## config.mk

```make
export PLATFORM = sky130hd
export DESIGN_NAME = ddrmr_core
export DESIGN_NICKNAME = d
export VERILOG_FILES = /design/src/ddrmr_pkg.sv /design/src/ddrmr_core.sv
export SDC_FILE = /design/constraint.sdc
export NUM_CORES = 1
export LEC_CHECK = 0
export BUFFER_PORTS_ARGS = -buffer_cell sky130_fd_sc_hd__buf_2
export CELL_PAD_IN_SITES_DETAIL_PLACEMENT = 1
export CELL_PAD_IN_SITES_GLOBAL_PLACEMENT = 1
export CORE_ASPECT_RATIO = 0.7
export CORE_MARGIN = 1.5
export CORE_UTILIZATION = 40
export CTS_CLUSTER_SIZE = 16
export DETAILED_ROUTE_END_ITERATION = 10
export GPL_TIMING_DRIVEN = 0
export PLACE_DENSITY_LB_ADDON = 0.1
export SYNTH_ARGS = -nofsm -noshare
export SYNTH_HDL_FRONTEND = slang
export SYNTH_SLANG_ARGS = --single-unit
```

## constraint.sdc

```tcl
create_clock -name clk -period 10 [get_ports clk]
set_clock_uncertainty 0.15 [all_clocks]
set_input_delay 1 -clock clk [delete_from_list [all_inputs] [get_ports clk]]
set_output_delay 1 -clock clk [all_outputs]
set_load 0.005 [all_outputs]
```

## src/ddrmr_pkg.sv

```systemverilog
package ddrmr_pkg;
    localparam int ADDR_W = 13;
    localparam int COL_W = 10;
    // Field positions of the mode value
    localparam int BL_LSB = 0;
    localparam int BT_POS = 3;
    localparam int RL_LSB = 4;
    localparam int OPM_LSB = 7;
    localparam int DLL_POS = 8;
    // Burst length codes
    localparam logic [2:0] BL_CODE_2 = 3'h1;
    localparam logic [2:0] BL_CODE_4 = 3'h2;
    localparam logic [2:0] BL_CODE_8 = 3'h3;
    // Read latency codes
    localparam logic [2:0] RL_CODE_2 = 3'h2;
    localparam logic [2:0] RL_CODE_25 = 3'h6;
    // Operating mode values
    localparam logic [5:0] OPM_NORMAL = 6'h00;
    localparam logic [5:0] OPM_DLL_RST = 6'h02;
    // Values after reset
    localparam logic [12:0] MODE_RESET = 13'h0000;
    localparam logic [12:0] EXT_RESET = 13'h0000;
    // Command encoding {ras_n, cas_n, we_n}
    localparam logic [2:0] CMD_LOAD_MODE = 3'h0;
    localparam logic [2:0] CMD_READ = 3'h5;
    localparam logic [2:0] CMD_WRITE = 3'h4;
    // Bank select codes {high, low}
    localparam logic [1:0] BS_MODE = 2'h0;
    localparam logic [1:0] BS_EXT = 2'h1;
    // Whole-cycle part of the read latency
    localparam int RL_WHOLE = 2;
    localparam logic [2:0] LAST_BEAT_RESET = 3'h0;

    typedef enum logic [1:0] {
        DDRMR_IDLE = 2'b01,
        DDRMR_BURST = 2'b10
    } ddrmr_state_e;

    typedef struct packed {
        logic cs_n;
        logic ras_n;
        logic cas_n;
        logic we_n;
        logic [1:0] bank;
        logic [12:0] addr;
    } ddrmr_cmd_s;

    typedef struct packed {
        logic valid;
        logic is_write;
        logic [9:0] col;
        logic first;
        logic half;
    } ddrmr_beat_s;
endpackage

```

## src/ddrmr_core.sv

```systemverilog
`timescale 1ns/1ns
// Notes on behaviour
// - Mode-set with both bank selects zero loads the base mode value from address.
// - Stored mode holds until rewritten; the DLL reset bit clears itself after use.
// - Mode writes never touch the memory array contents.
// - Bits 2:0 length, bit 3 type, bits 6:4 latency, upper bits operating mode.
// - Burst lengths two, four and eight for both burst types.
// - Burst stays in an aligned block of burst length, wrapping at its edge.
// - Start within block from lowest one, two or three column bits.
// - One programmed length serves reads and writes alike.
// - Burst type bit picks sequential or interleaved order.
// - Beat k is (start+k) mod length, or start xor k when interleaved.
// - Read latency of two or two and a half cycles.
// - Read at edge n gives first data at edge n plus two plus the whole latency; the half flag marks the extra half.
// - Operating mode bits all zero select normal operation.
// - Operating mode with only the DLL bit set starts a DLL reset.
// - A separate extended mode register holds DLL enable and drive strength.
// - Mode-set with low bank select one, high zero loads the extended register.
module ddrmr_core
    import ddrmr_pkg::*;
#(
    parameter int COLS = COL_W
) (
    input wire logic clk,
    input wire logic rst,
    input wire logic cs_n,
    input wire logic ras_n,
    input wire logic cas_n,
    input wire logic we_n,
    input wire logic [1:0] bank_select,
    input wire logic [12:0] addr,
    output logic [12:0] mode_value,
    output logic [12:0] ext_mode_value,
    output logic dll_reset_pulse,
    output logic beat_valid,
    output logic beat_is_write,
    output logic [9:0] beat_col,
    output logic beat_first,
    output logic beat_half_cycle,
    output logic mode_reserved
);
    // Two-stage pin synchronisers; only stage two is read
    typedef struct packed {
        ddrmr_cmd_s s1;
        ddrmr_cmd_s s2;
        logic [12:0] mode_config_reg;
        logic [12:0] ext_mode_reg;
        logic dll_pulse;
        ddrmr_state_e state;
        logic [9:0] start_col;
        logic [2:0] beat_k;
        logic [2:0] last_k;
        logic bt;
        logic wr;
        logic half;
        logic [1:0] lat_cnt;
        logic lat_wait;
        ddrmr_beat_s beat;
        logic rsv;
    } ddrmr_state_s;

    ddrmr_state_s st_reg;
    ddrmr_state_s st_next;
    ddrmr_cmd_s pin_cmd;

    // Offset within block for beat k
    function automatic logic [2:0] ddrmr_offset(input logic [2:0] start, input logic [2:0] k,
                                               input logic ilv, input logic [2:0] mask);
        logic [2:0] raw;
        raw = ilv ? (start ^ k) : 3'((start + k));
        return raw & mask;
    endfunction

    // Block mask from burst length code
    function automatic logic [2:0] ddrmr_mask(input logic [2:0] code);
        logic [2:0] m;
        m = 3'h0;
        case (code)
            BL_CODE_2: m = 3'h1;
            BL_CODE_4: m = 3'h3;
            BL_CODE_8: m = 3'h7;
            default: m = 3'h1; // Reserved codes act as length two
        endcase
        return m;
    endfunction

    assign pin_cmd = '{cs_n: cs_n, ras_n: ras_n, cas_n: cas_n, we_n: we_n, bank: bank_select, addr: addr};

    // Next-state logic; command decode uses synchronised pins only
    always_comb begin
        logic [2:0] cmd;
        logic [2:0] msk;
        logic [2:0] off;
        logic [12:0] mv;
        cmd = {st_reg.s2.ras_n, st_reg.s2.cas_n, st_reg.s2.we_n};
        mv = st_reg.mode_config_reg;
        msk = ddrmr_mask(mv[BL_LSB +: 3]);
        off = 3'h0;
        st_next = st_reg;
        st_next.s1 = pin_cmd;
        st_next.s2 = st_reg.s1;
        st_next.dll_pulse = 1'b0;
        st_next.beat.valid = 1'b0;
        st_next.beat.first = 1'b0;
        // Self-clear of the DLL reset bit one cycle after it is taken
        if (st_reg.dll_pulse) begin
            st_next.mode_config_reg[DLL_POS] = 1'b0;
        end
        if (!st_reg.s2.cs_n && cmd == CMD_LOAD_MODE) begin
            if (st_reg.s2.bank == BS_MODE) begin
                st_next.mode_config_reg = st_reg.s2.addr;
                st_next.dll_pulse = (st_reg.s2.addr[OPM_LSB +: 6] == OPM_DLL_RST);
                st_next.rsv = (st_reg.s2.addr[OPM_LSB +: 6] != OPM_NORMAL) &&
                              (st_reg.s2.addr[OPM_LSB +: 6] != OPM_DLL_RST);
            end else if (st_reg.s2.bank == BS_EXT) begin
                st_next.ext_mode_reg = st_reg.s2.addr;
            end
        end
        // Burst sequencing; a new read or write restarts the sequence
        case (st_reg.state)
            DDRMR_IDLE: begin
            end
            DDRMR_BURST: begin
                if (st_reg.lat_wait && st_reg.lat_cnt != 2'h0) begin
                    st_next.lat_cnt = st_reg.lat_cnt - 2'h1;
                end else begin
                    off = ddrmr_offset(st_reg.start_col[2:0], st_reg.beat_k, st_reg.bt, st_reg.last_k);
                    st_next.lat_wait = 1'b0;
                    st_next.beat.valid = 1'b1;
                    st_next.beat.is_write = st_reg.wr;
                    st_next.beat.first = (st_reg.beat_k == 3'h0);
                    st_next.beat.half = st_reg.half;
                    st_next.beat.col = (st_reg.start_col & ~10'(st_reg.last_k)) | 10'(off);
                    st_next.beat_k = st_reg.beat_k + 3'h1;
                    if (st_reg.beat_k == st_reg.last_k) begin
                        st_next.state = DDRMR_IDLE;
                    end
                end
            end
            default: st_next.state = DDRMR_IDLE;
        endcase
        if (!st_reg.s2.cs_n && (cmd == CMD_READ || cmd == CMD_WRITE)) begin
            st_next.state = DDRMR_BURST;
            st_next.start_col = st_reg.s2.addr[9:0];
            st_next.beat_k = 3'h0;
            st_next.last_k = msk;
            st_next.bt = mv[BT_POS];
            st_next.wr = (cmd == CMD_WRITE);
            st_next.half = (cmd == CMD_READ) && (mv[RL_LSB +: 3] == RL_CODE_25);
            st_next.lat_wait = (cmd == CMD_READ);
            st_next.lat_cnt = 2'(RL_WHOLE - 1);
        end
    end

    // State register
    always_ff @(posedge clk or posedge rst) begin
        if (rst) begin
            st_reg <= '0;
            st_reg.s1.cs_n <= 1'b1;
            st_reg.s2.cs_n <= 1'b1;
            st_reg.mode_config_reg <= MODE_RESET;
            st_reg.ext_mode_reg <= EXT_RESET;
            st_reg.state <= DDRMR_IDLE;
            st_reg.last_k <= LAST_BEAT_RESET;
        end else begin
            st_reg <= st_next;
        end
    end

    // Outputs straight from the state flops
    assign mode_value = st_reg.mode_config_reg;
    assign ext_mode_value = st_reg.ext_mode_reg;
    assign dll_reset_pulse = st_reg.dll_pulse;
    assign beat_valid = st_reg.beat.valid;
    assign beat_is_write = st_reg.beat.is_write;
    assign beat_col = st_reg.beat.col;
    assign beat_first = st_reg.beat.first;
    assign beat_half_cycle = st_reg.beat.half;
    assign mode_reserved = st_reg.rsv;
endmodule // ddrmr_core

```

==> After elaboration in Yosys (flattened, before gate mapping) <==
Index checks and enable logic that the tools add are counted.
{ "classes": {"div": 0, "add_sub_neg": 3, "n_mux": 17, "n_mul": 0, "bitwise": 7, "n_shift": 0, "n_reduce_logical": 20, "n_eq_ne": 15, "n_lt_le_gt_ge": 0} }
{ "op_table": {"columns": ["cell", "n"], "rows": [
  ["$mux W13", 2],
  ["$mux W24", 1],
  ["$mux W23", 1],
  ["$mux W17", 1],
  ["$mux W15", 1],
  ["$and A10 B10 Y10", 1],
  ["$not A3 Y10", 1],
  ["$or A10 B3 Y10", 1],
  ["$eq A3 B3 Y1 const B", 3],
  ["$mux W3", 3],
  ["$mux W9", 1],
  ["$reduce_and A2 Y1", 4],
  ["$eq A3 B2 Y1 const B", 2],
  ["$eq A6 B2 Y1 const B", 1],
  ["$logic_not A3 Y1", 2],
  ["$mux W2", 3],
  ["$ne A3 B3 Y1 const B", 2],
  ["$ne A6 B2 Y1 const B", 1],
  ["$pmux W3 S2", 1],
  ["$reduce_and A3 Y1", 2],
  ["$reduce_bool A2 Y1", 3],
  ["$reduce_bool A6 Y1", 1],
  ["$logic_and A1 B1 Y1", 5],
  ["$eq A2 B1 Y1 const B", 2],
  ["15 further kinds", 17]
]} }
{ "totals": {"ramBits": 0, "register_bits": 104, "output_inout_bits": 42, "memories": 0, "elab_cells": 93, "rom_bits": 0, "input_bits": 21, "latch_bits": 0} }

==> Depth between registers and ports, before layout <==
Gate-level depths: netlist of run 1.
{ "depth": {"ltp_word": 7, "depth_mapped": 8, "depth_no_buf": 6} }

==> Worst setup path after synthesis of run 1 <==
Ideal clock, no wire load.
{ "synth_timing": {"kind": "reg-to-reg", "from": "register st_reg[24] in the netlist's numbering", "to": "register st_reg (netlist bit beat_col[2])", "stages_incl_launch_ff": 7, "path_buffers": 0, "period_less_slack_ps": 1775, "required_time_ps": 9727, "slack_ps": 8225, "t_arrival_ps": 1502, "path_cell_list": "dfrtp_1 > ha_1 > fa_1 > nor2b_1 > o21ai_0 > xnor2_1 > a21oi_1"} }
{ "synth_between": {"elab_chain_len": 4} }
{ "synth_rtl": {"columns": ["element", "line", "rtl"], "rows": [
  ["start: declaration", "ddrmr_core.sv:62", "ddrmr_state_s st_reg;"],
  ["start signal: assignment", "ddrmr_core.sv:166", "st_reg <= st_next;"],
  ["$add A3 B3 Y3", "ddrmr_core.sv:70", "raw = ilv ? (start ^ k) : 3'((start + k));"],
  ["$mux W3", "ddrmr_core.sv:70", null],
  ["$and A3 B3 Y3", "ddrmr_core.sv:71", "return raw & mask;"],
  ["$or A10 B3 Y10", "ddrmr_core.sv:133", "st_next.beat.col = (st_reg.start_col & ~10'(st_reg.last_k)) | 10'(off);"]
]} }
No other way between the ends.
A chain may end at the register's enable or synchronous reset.

==> Worst setup path after layout of run 1 <==
{ "layout_timing": {"from": "register st_reg (netlist bit mode_value[3])", "to": "output port mode_value[3]"} }
{ "layout_lines": {"columns": ["element", "line", "rtl"], "rows": [
  ["end: declaration", "ddrmr_core.sv:32", "output logic [12:0] mode_value,"]
]} }
No word-level cell between the ends.

==> results of run 1 <==
-- synth_stat cells --
| cell type | count | area, sq um |
|---|---|---|
| a21oi_1 | 4 | 20.0 |
| a31oi_1 | 1 | 6.26 |
| dfstp_2 | 3 | 78.8 |
| fa_1 | 1 | 20.0 |
| buf_4 | 36 | 270 |
| buf_2 | 1 | 5.00 |
| mux2i_1 | 3 | 30.0 |
| buf_12 | 1 | 20.0 |
| and3b_1 | 2 | 17.5 |
| clkbuf_1 | 2 | 7.51 |
| clkbuf_8 | 1 | 13.8 |
| nand2b_1 | 5 | 31.3 |
| mux2_4 | 5 | 75.1 |
| dfrtp_1 | 101 | 2530 |
| a22o_1 | 1 | 8.76 |
| and2_1 | 1 | 6.26 |
| nor3_2 | 2 | 20.0 |
| ha_1 | 5 | 62.6 |
| nand3_2 | 1 | 10.0 |
| mux2_2 | 29 | 327 |
| o31ai_1 | 1 | 7.51 |
| a211oi_1 | 1 | 7.51 |
| nor2_1 | 13 | 48.8 |
| or3_4 | 1 | 11.3 |
| o21ai_0 | 6 | 30.0 |
| buf_6 | 4 | 45.0 |
| or4_1 | 1 | 7.51 |
| xor2_1 | 1 | 8.76 |
| nand4bb_1 | 1 | 11.3 |
| nor2b_1 | 2 | 12.5 |
| inv_1 | 7 | 26.3 |
| nand4b_1 | 2 | 17.5 |
| xnor2_1 | 6 | 52.6 |
| nand2_1 | 42 | 158 |
-- stage by stage --
stage	setup slack [ns]	hold slack, ns	utilization, %	instances
2_1_floorplan	6.12	0.181	-	293
5_1_grt	7.80	0.205	49.4	500
3_5_place_dp	8.06	0.186	46.3	484
3_3_place_gp	4.95	0.181	46.0	483
4_1_cts	7.82	0.201	49.4	500
6_report	7.82	0.199	49.4	500
-- power groups by stage --
stage          Sequential [mW]  Combinational [mW]  Clock, mW
3_3_place_gp             0.517               0.156          0
5_1_grt                  0.518               0.179      0.381
4_1_cts                  0.511               0.164      0.365
6_report                 0.510               0.160      0.354
2_1_floorplan            0.506               0.111          0
3_5_place_dp             0.518               0.163          0
-- path summary, 6_finish.rpt --
| path | startpoint | endpoint | cells past startpoint |
|---|---|---|---|
| max | mode_value[3]$_DFFE_PP0P_ | mode_value[3] | 2 |
| min reg2reg | st_next[68]$_DFF_PP0_ | st_reg[68]$_DFF_PP0_ | 0 |
| min in group asynchronous | rst | st_next[77]$_DFF_PP0_ | 2 |
| max reg2reg | st_reg[24]$_DFFE_PP0P_ | beat_col[2]$_DFFE_PP0P_ | 6 |
| min | st_next[68]$_DFF_PP0_ | st_reg[68]$_DFF_PP0_ | 0 |
| max in group asynchronous | rst | st_reg[37]$_DFFE_PP1P_ | 3 |
-- per-layer routing --
layer / share of wire, % / vias to the layer above / GRT usage [%]
met4: 1.3 / 0 / 5.07
met2: 47 / 49 / 23.9
met1: 47 / 1112 / 20.5
met3: 4.4 / 9 / 4.87
li1: - / 1064 / -
met5: 0 / - / 0
-- layout make-up --
type	count	area (sq um)	share of cell area, %
clock inverter	7	78.8	1.64
clock buffer	9	225	4.69
inverter	7	28.8	0.599
multi-input combinational	137	1010	21.0
sequential	104	2610	54.2
buffer	45	362	7.52
tap	128	160	3.33
timing repair buffer	63	338	7.03
-- worst max-delay path: stages (launching register included) --
cell	delay, ns
dfrtp_1	0.43
buf_4	0.15
buf_2	0.12
-- placed cells by master, fill, tap and decap left out, types with 2 or more instances in the layout --
cell type / Yosys / final
dfrtp_1: 101 / 101
buf_2: 1 / 63
nand2_1: 42 / 42
buf_4: 36 / 36
mux2_2: 29 / 29
nor2_1: 13 / 13
clkbuf_16: 0 / 9
xnor2_1: 6 / 6
inv_1: 7 / 6
o21ai_0: 6 / 6
mux2_4: 5 / 5
nand2b_1: 5 / 5
ha_1: 5 / 5
buf_6: 4 / 4
a21oi_1: 4 / 4
mux2i_1: 3 / 3
clkinvlp_4: 0 / 3
dfstp_2: 3 / 3
nor3_2: 2 / 2
and3b_1: 2 / 2
clkbuf_1: 2 / 2
nor2b_1: 2 / 2
nand4b_1: 2 / 2
inv_6: 0 / 2
-- kinds of logic after synthesis --
| kind of cell | share of synthesized area [%] |
|---|---|
| muxes | 10.8 |
| and+or+nand+nor | 8.79 |
| AOI/OAI and AO/OA | 2.00 |
| xor gates and xnor gates | 1.53 |
| buffers and inverters | 9.69 |
| adders and majority gates | 2.06 |
| DFF | 65.1 |
==> results.sh, run 1 <==
export IMPL_synth_cells=293
export IMPL_synth_area_sq_um=4000
export IMPL_grt_pass1_wl_microns=12000
export IMPL_design_area_sq_um=4810
export IMPL_postPlaceCellArea_sq_um=4500
export IMPL_power_mw=1.02
export IMPL_maxCapViolations=0
export IMPL_dp_hpwl_microns=4940
export IMPL_cts_resized=0
export IMPL_clk_pin_slew_ns=0.07
export IMPL_crit_type="flip-flop to output pin"
export IMPL_comb_power_share_pct=15.6
export IMPL_maxSlewViolCount=0
export IMPL_ys_seq_area_share_pct=65.1
export IMPL_start_util_pct=41.2
export IMPL_hold_violations=0
export IMPL_drt_total_wl_microns=7240
export IMPL_peakVddDrop_mv=0.0924
export IMPL_drcViolationCount=0
export IMPL_nNetsFinal=394
export IMPL_drtAntennaViolNets=0
export IMPL_via_count=2234
export IMPL_max_freq_ghz=0.459
export IMPL_power_per_cell_area_nw_per_um2=213
export IMPL_portBuffers=62
export IMPL_syn_nets=320
export IMPL_seqPwrFrac_pct=49.8
export IMPL_tightest_slew_ns=0.603
export IMPL_clk_latency_ns=0.34
export IMPL_grt_pass1_vias=2342
export IMPL_setup_tns_ns=0
export IMPL_vias_per_cell=4.47
export IMPL_rows=30
export IMPL_drt_first_pass_iters=4
export IMPL_worstPathMaxFanout=3
export IMPL_die_height_microns=86.7
export IMPL_drt_iter0_markers=67
export IMPL_die_w_microns=123
export IMPL_cts_setup_buffers=0
export IMPL_yosysWarnings=0
export IMPL_p_sw_uw=250
export IMPL_synth_seq_cells=104
export IMPL_syn_to_final_growth_pct=20.1
export IMPL_gp_congestion=0.692
export IMPL_drive_above_1_share_pct=44.1
export IMPL_pwr_share_clk_pct=34.6
export IMPL_cts_root_buf="clkbuf_16"
export IMPL_wl_per_cell_microns=14.5
export IMPL_fill_cells=1029
export IMPL_antenna_found_initial=0
export IMPL_track_usage_pct=15.3
export IMPL_largest_reg_flops=43
export IMPL_critPathCaptureType="output pin"
export IMPL_diodes=0
export IMPL_relSlewSlack_pct=59.8
export IMPL_yosysUniqueCellTypes=34
export IMPL_p_leak_nw=2.42
export IMPL_clk_path_buf_depth=2
export IMPL_start_kind="flip-flop"
export IMPL_fin_crit_ns=2.18
export IMPL_rrSetupSlack_ns=8.07
export IMPL_clkSinkCount=104
export IMPL_finalSetupViolCount=0
export IMPL_postCtsHoldBufs=0
export IMPL_crit_arrival_ns=1.03
export IMPL_period_share_pct=21.8
export IMPL_rsz0062_at_grt="false"
export IMPL_grt_max_degree=74
export IMPL_swShare_pct=24.4
export IMPL_htree_levels=3
export IMPL_die_area_sq_um=10600
export IMPL_avgSynthCellArea_sq_um=13.7
export IMPL_cts_made_buffers=9
export IMPL_cts_tree="yes"
export IMPL_hp_class="flip-flop to flip-flop"
export IMPL_design_core_area_sq_um=9720
export IMPL_grt_ovfl_total=0
export IMPL_status="complete, no violations"
export IMPL_critical_path_required_ns=8.85
export IMPL_intPower_uw=773
export IMPL_pin_count=63
Power figures use the tool's default switching activity.
==> run 2, diff against run 1 <==
--- a/config.mk
+++ b/config.mk
@@ -5,6 +5,7 @@
 export SDC_FILE = /design/constraint.sdc
 export NUM_CORES = 1
 export LEC_CHECK = 0
+export ABC_AREA = 1
 export BUFFER_PORTS_ARGS = -buffer_cell sky130_fd_sc_hd__buf_2
 export CELL_PAD_IN_SITES_DETAIL_PLACEMENT = 1
 export CELL_PAD_IN_SITES_GLOBAL_PLACEMENT = 1
==> constraint.sdc (replaced) <==
create_clock -name clk -period 2.2 [get_ports clk]
set_clock_uncertainty 0.15 [all_clocks]
set_input_delay 0.22 -clock clk [delete_from_list [all_inputs] [get_ports clk]]
set_output_delay 0.22 -clock clk [all_outputs]
set_load 0.005 [all_outputs]
==> results.sh, run 2 <==
export IMPL_status="complete, no violations"
export IMPL_drt_first_pass_iters=4
export IMPL_synth_async_reset_ratio_pct=100
export IMPL_start_util_pct=41.4
export IMPL_synth_seq_cells=104
export IMPL_peakVddDrop_mv=0.450
export IMPL_syn_nets=390
export IMPL_design_area_sq_um=5050
export IMPL_r2r_start="st_reg[24]$_DFFE_PP0P_"
export IMPL_critPathTopFamily="adder cells"
export IMPL_via_count=2692
export IMPL_start_kind="flip-flop"
export IMPL_cts_setup_buffers=0
export IMPL_drtAntennaViolNets=0
export IMPL_track_usage_pct=18.5
export IMPL_cts_made_buffers=9
export IMPL_syn_to_final_growth_pct=25.1
export IMPL_tightest_slew_ns=0.860
export IMPL_setup_tns_ns=0
export IMPL_grt_pass1_wl_microns=14800
export IMPL_cpMostUsedCell="nor2_1"
export IMPL_critical_path_required_ns=2.32
export IMPL_pin_count=63
export IMPL_postPlaceCellArea_sq_um=4550
export IMPL_largest_reg_flops=43
export IMPL_path_cells="ha_1 -> fa_1 -> nor2_1 -> nor2_1 -> o21ai_0 -> a21oi_1"
export IMPL_final_cell_mix="dfrtp_1, nand2_1, buf_2"
export IMPL_fin_ws_ns=0.475
export IMPL_dp_hpwl_microns=6030
export IMPL_maxSlewViolCount=0
export IMPL_die_w_microns=123
export IMPL_drive_above_1_share_pct=33.5
export IMPL_avgSynthCellArea_sq_um=11.1
export IMPL_die_area_sq_um=10700
export IMPL_synth_cells=363
export IMPL_final_common_cell="dfrtp_1"
export IMPL_rsz0062_at_grt="false"
export IMPL_synth_common_cells="dfrtp_1, nand2_1, buf_4"
export IMPL_wl_per_cell_microns=14.9
export IMPL_clk_pin_slew_ns=0.07
export IMPL_vias_per_cell=4.55
export IMPL_hold_violations=0
export IMPL_crit_arrival_ns=1.84
export IMPL_drt_iter0_markers=85
export IMPL_synthTopCellsByArea="dfrtp_1, nand2_1, buf_4, inv_1, o21ai_2"
export IMPL_hp_start="st_next[73]$_DFF_PP0_"
export IMPL_portBuffers=62
export IMPL_p_leak_nw=2.63
export IMPL_nNetsFinal=485
export IMPL_grt_ovfl_total=0
export IMPL_critPathBufInv=0
export IMPL_fin_crit_ns=1.72
export IMPL_htree_levels=3
export IMPL_die_height_microns=87.0
export IMPL_gp_congestion=0.745
export IMPL_hp_class="flip-flop to flip-flop"
export IMPL_yosysTopAreaCell="dfrtp_1"
export IMPL_max_freq_ghz=0.580
export IMPL_maxCapViolations=0
export IMPL_synth_edf_count=0
export IMPL_period_share_pct=78.4
export IMPL_design_core_area_sq_um=9760
export IMPL_drt_total_wl_microns=8790
export IMPL_clk_latency_ns=0.35
export IMPL_yosysTopAreaCellShare_pct=62.6
export IMPL_diodes=0
export IMPL_drcViolationCount=0
export IMPL_critPathCaptureType="flip-flop"
export IMPL_clkSinkCount=104
export IMPL_yosysUniqueCellTypes=30
export IMPL_power_per_cell_area_nw_per_um2=923
export IMPL_pre_cts_slack_ns=0.498
export IMPL_cts_root_buf="clkbuf_16"
export IMPL_antenna_found_initial=0
export IMPL_synth_most_common_cell="dfrtp_1"
export IMPL_cts_tree="yes"
export IMPL_relSlewSlack_pct=42.5
export IMPL_crit_type="flip-flop to flip-flop"
export IMPL_finalSetupViolCount=0
export IMPL_slowest_delay_ns=0.48
export IMPL_grt_max_degree=43
export IMPL_ys_flop_type="dfrtp_1"
export IMPL_crit_start="st_reg[24]$_DFFE_PP0P_"
export IMPL_ys_seq_area_share_pct=64.6
export IMPL_grt_pass1_vias=2975
export IMPL_yosysWarnings=0
export IMPL_worstPathMaxFanout=4
export IMPL_critPathSlowestCell="fa_1"
export IMPL_rows=30
export IMPL_clk_path_buf_depth=2
export IMPL_synth_area_sq_um=4040
## run 2: changes by cell type after synthesis, sizes merged, moves of 3 or more
cell and change:
clkbuf -3, inv +28, nand2 +47, nand3 +12
o21ai +37, nand2b -5, xnor2 -3, mux2 -34
buf +3, mux2i -3
## run 2: worst paths after layout
path,endpoint,slack [ns],depth (start not counted)
setup / recovery,beat_col[1]$_DFFE_PP0P_,0.48,6
hold / removal,st_reg[73]$_DFF_PP0_,0.20,0
setup reg to reg,beat_col[1]$_DFFE_PP0P_,0.48,6
hold reg to reg,st_reg[73]$_DFF_PP0_,0.20,0
max in group asynchronous,st_next[71]$_DFF_PP0_,0.79,4
min in group asynchronous,st_reg[75]$_DFF_PP0_,0.44,3
## run 2: cell families after synthesis
kind of cell | Yosys count | share of synthesized area (%)
simple gates | 119 | 13.5
flops | 104 | 64.6
buf+inv | 80 | 11.6
compound gates | 50 | 7.47
fa+ha+maj | 6 | 2.05
xor+xnor | 4 | 0.868
## run 2: per-layer routing
layer	global-route usage, %	up-vias	part of all wire (%)
met2	29.5	40	48
met4	5.64	0	1.2
met1	24.9	1356	48
met3	5.10	11	3.2
met5	0	-	0
li1	-	1285	-
## run 2: area by class of cell
class / count / area, sq um
buffer: 45 / 335
clock buffer: 12 / 246
clock inverter: 4 / 53.8
fill: 1107 / 4710
inverter: 35 / 135
multi-input combinational: 179 / 963
sequential: 104 / 2610
tap: 128 / 160
timing repair buffer: 84 / 551
## run 2: timing repair
| action | 4_1_cts | 5_1_grt |
|---|---|---|
| endpoints found under the hold margin | 52 | 0 |
| resized for setup | 0 | 0 |
| hold buffers | 20 | 0 |
## run 2: where the power goes
group          switching [mW]  internal, mW  total, mW
sequential              0.156          2.15       2.30
combinational           0.322         0.427      0.749
clock                   0.694         0.916       1.61
total                    1.17          3.49       4.66
## run 2: through the flow
stage | power, mW | utilization, % | cells | hold WS (ns)
2_1_floorplan | 2.78 | - | 363 | 0.0745
3_3_place_gp | 3.03 | 46.2 | 553 | 0.177
3_5_place_dp | 3.07 | 46.6 | 555 | 0.179
4_1_cts | 4.74 | 51.8 | 591 | 0.202
5_1_grt | 4.92 | 51.8 | 591 | 0.207
6_report | 4.66 | 51.8 | 591 | 0.200
==> run 3, diff against run 2 <==
==> constraint.sdc (replaced) <==
create_clock -name clk -period 1.6 [get_ports clk]
set_clock_uncertainty 0.15 [all_clocks]
set_input_delay 0.16 -clock clk [delete_from_list [all_inputs] [get_ports clk]]
set_output_delay 0.16 -clock clk [all_outputs]
set_load 0.005 [all_outputs]
==> results.sh, run 3 (same netlist as run 2, synthesis figures left out) <==
export IMPL_clk_latency_ns=0.35
export IMPL_antenna_found_initial=0
export IMPL_drcViolationCount=0
export IMPL_fill_cells=1109
export IMPL_postLayoutCoreUtil_pct=52.7
export IMPL_final_seq_area_sq_um=2610
export IMPL_die_w_microns=123
export IMPL_critical_path_required_ns=1.72
export IMPL_fin_crit_ns=1.61
export IMPL_grt_pass1_vias=2989
export IMPL_relSlewSlack_pct=42.6
export IMPL_finalSetupViolCount=1
export IMPL_track_usage_pct=18.7
export IMPL_syn_to_final_growth_pct=27.3
export IMPL_crit_arrival_ns=1.73
export IMPL_die_height_microns=87.0
export IMPL_dp_hpwl_microns=6030
export IMPL_peakVddDrop_mv=0.620
export IMPL_maxSlewViolCount=0
export IMPL_critPathCaptureType="flip-flop"
export IMPL_period_share_pct=101
export IMPL_nNetsFinal=491
export IMPL_gp_congestion=0.745
export IMPL_setup_tns_ns=-0.00945
export IMPL_status="finished with violations"
export IMPL_design_core_area_sq_um=9760
export IMPL_power_per_cell_area_nw_per_um2=1260
export IMPL_tightest_slew_ns=0.859
export IMPL_grt_ovfl_total=0
export IMPL_maxCapViolations=0
export IMPL_diodes=0
export IMPL_vias_per_cell=4.55
export IMPL_hp_class="flip-flop to flip-flop"
export IMPL_p_leak_nw=2.67
export IMPL_cts_made_buffers=9
export IMPL_final_common_cell="dfrtp_1"
export IMPL_htree_levels=3
export IMPL_start_util_pct=41.4
export IMPL_violations="setup timing"
export IMPL_drt_total_wl_microns=9020
export IMPL_cts_root_buf="clkbuf_16"
export IMPL_grt_max_degree=43
export IMPL_rsz0062_at_grt="true"
export IMPL_die_area_sq_um=10700
export IMPL_clkSinkCount=104
export IMPL_final_cell_mix="dfrtp_1, nand2_1, buf_2"
export IMPL_cts_tree="yes"
export IMPL_portBuffers=62
export IMPL_drt_iter0_markers=106
export IMPL_max_freq_ghz=0.621
export IMPL_wl_per_cell_microns=15.1
export IMPL_worstPathMaxFanout=2
export IMPL_drtAntennaViolNets=0
export IMPL_drt_first_pass_iters=4
export IMPL_drive_above_1_share_pct=36.0
export IMPL_grt_pass1_wl_microns=14900
export IMPL_hold_violations=0
export IMPL_crit_type="flip-flop to flip-flop"
export IMPL_rows=30
export IMPL_via_count=2716
export IMPL_clk_path_buf_depth=2
export IMPL_fin_ws_ns=-0.00945
export IMPL_power_mw=6.46
export IMPL_largest_reg_flops=43
export IMPL_multiInputGateArea_sq_um=993
export IMPL_pin_count=63
export IMPL_clk_pin_slew_ns=0.07
export IMPL_start_kind="flip-flop"
## run 3: changes by cell type in the layout (fill, tap and decap cells not counted), moves of 2 or more
cell | before | now
buf_4 | 39 | 43
buf_6 | 2 | 5
ha_1 | 5 | 3
inv_1 | 33 | 29
inv_2 | 1 | 5
nand2_1 | 80 | 78
## run 3: stage by stage
step	hold WS [ns]	setup WS [ns]	cell area [sq um]	cells
floorplan	0.0145	0.00183	4040	363
global placement	0.117	-0.665	4510	553
detailed placement	0.119	-0.102	4550	555
CTS	0.202	0.000938	5080	593
global route	0.207	-0.0942	5140	597
finish	0.200	-0.00945	5140	597
## run 3: report_power, final
group,total [mW],internal (mW),switching (mW),leakage (nW)
combinational,1.07,0.606,0.460,1.24
clock,2.22,1.26,0.961,0.139
sequential,3.17,2.95,0.214,1.29
total,6.46,4.82,1.64,2.67
## run 3: cell type report
type                       count  area share (%)
clock buffer                  12            4.80
timing repair buffer          90            11.7
inverter                      35            2.63
multi-input combinational    179            19.3
tap                          128            3.12
clock inverter                 4            1.05
sequential                   104            50.7
buffer                        45            6.72
## run 3: routing by layer
metal	GRT usage [%]	up-vias	wire length, microns
met5	0	-	0
met4	5.64	0	96
met3	5.10	9	278
met2	29.9	41	4360
met1	25.0	1367	4280
li1	-	1299	-
## run 3: worst max-delay path: stages (launching register included)
cell,delay (ns)
dfrtp_1,0.40
ha_2,0.19
fa_1,0.47
nor2_1,0.04
nor2_1,0.07
o21ai_1,0.07
a21oi_1,0.14
## run 3: final timing paths
check	end	from	slack, ns	cells after the start
worst max-delay path	beat_col[1]$_DFFE_PP0P_	st_reg[24]$_DFFE_PP0P_	-0.009	6
max in group asynchronous	st_reg[34]$_DFFE_PP0P_	rst	0.25	4
worst min-delay path	st_reg[73]$_DFF_PP0_	st_next[73]$_DFF_PP0_	0.20	0
min in group asynchronous	st_next[79]$_DFF_PP0_	rst	0.38	3
worst min register to register	st_reg[73]$_DFF_PP0_	st_next[73]$_DFF_PP0_	0.20	0
worst max register to register	beat_col[1]$_DFFE_PP0P_	st_reg[24]$_DFFE_PP0P_	-0.009	6
## run 3: what timing repair did
action,4_1_cts,5_1_grt
cloned,0,1
resized for setup,5,12
hold endpoints to repair,52,0
hold buffers,20,0
pin swaps,2,1
setup endpoints to repair,11,13
buffers inserted,2,3
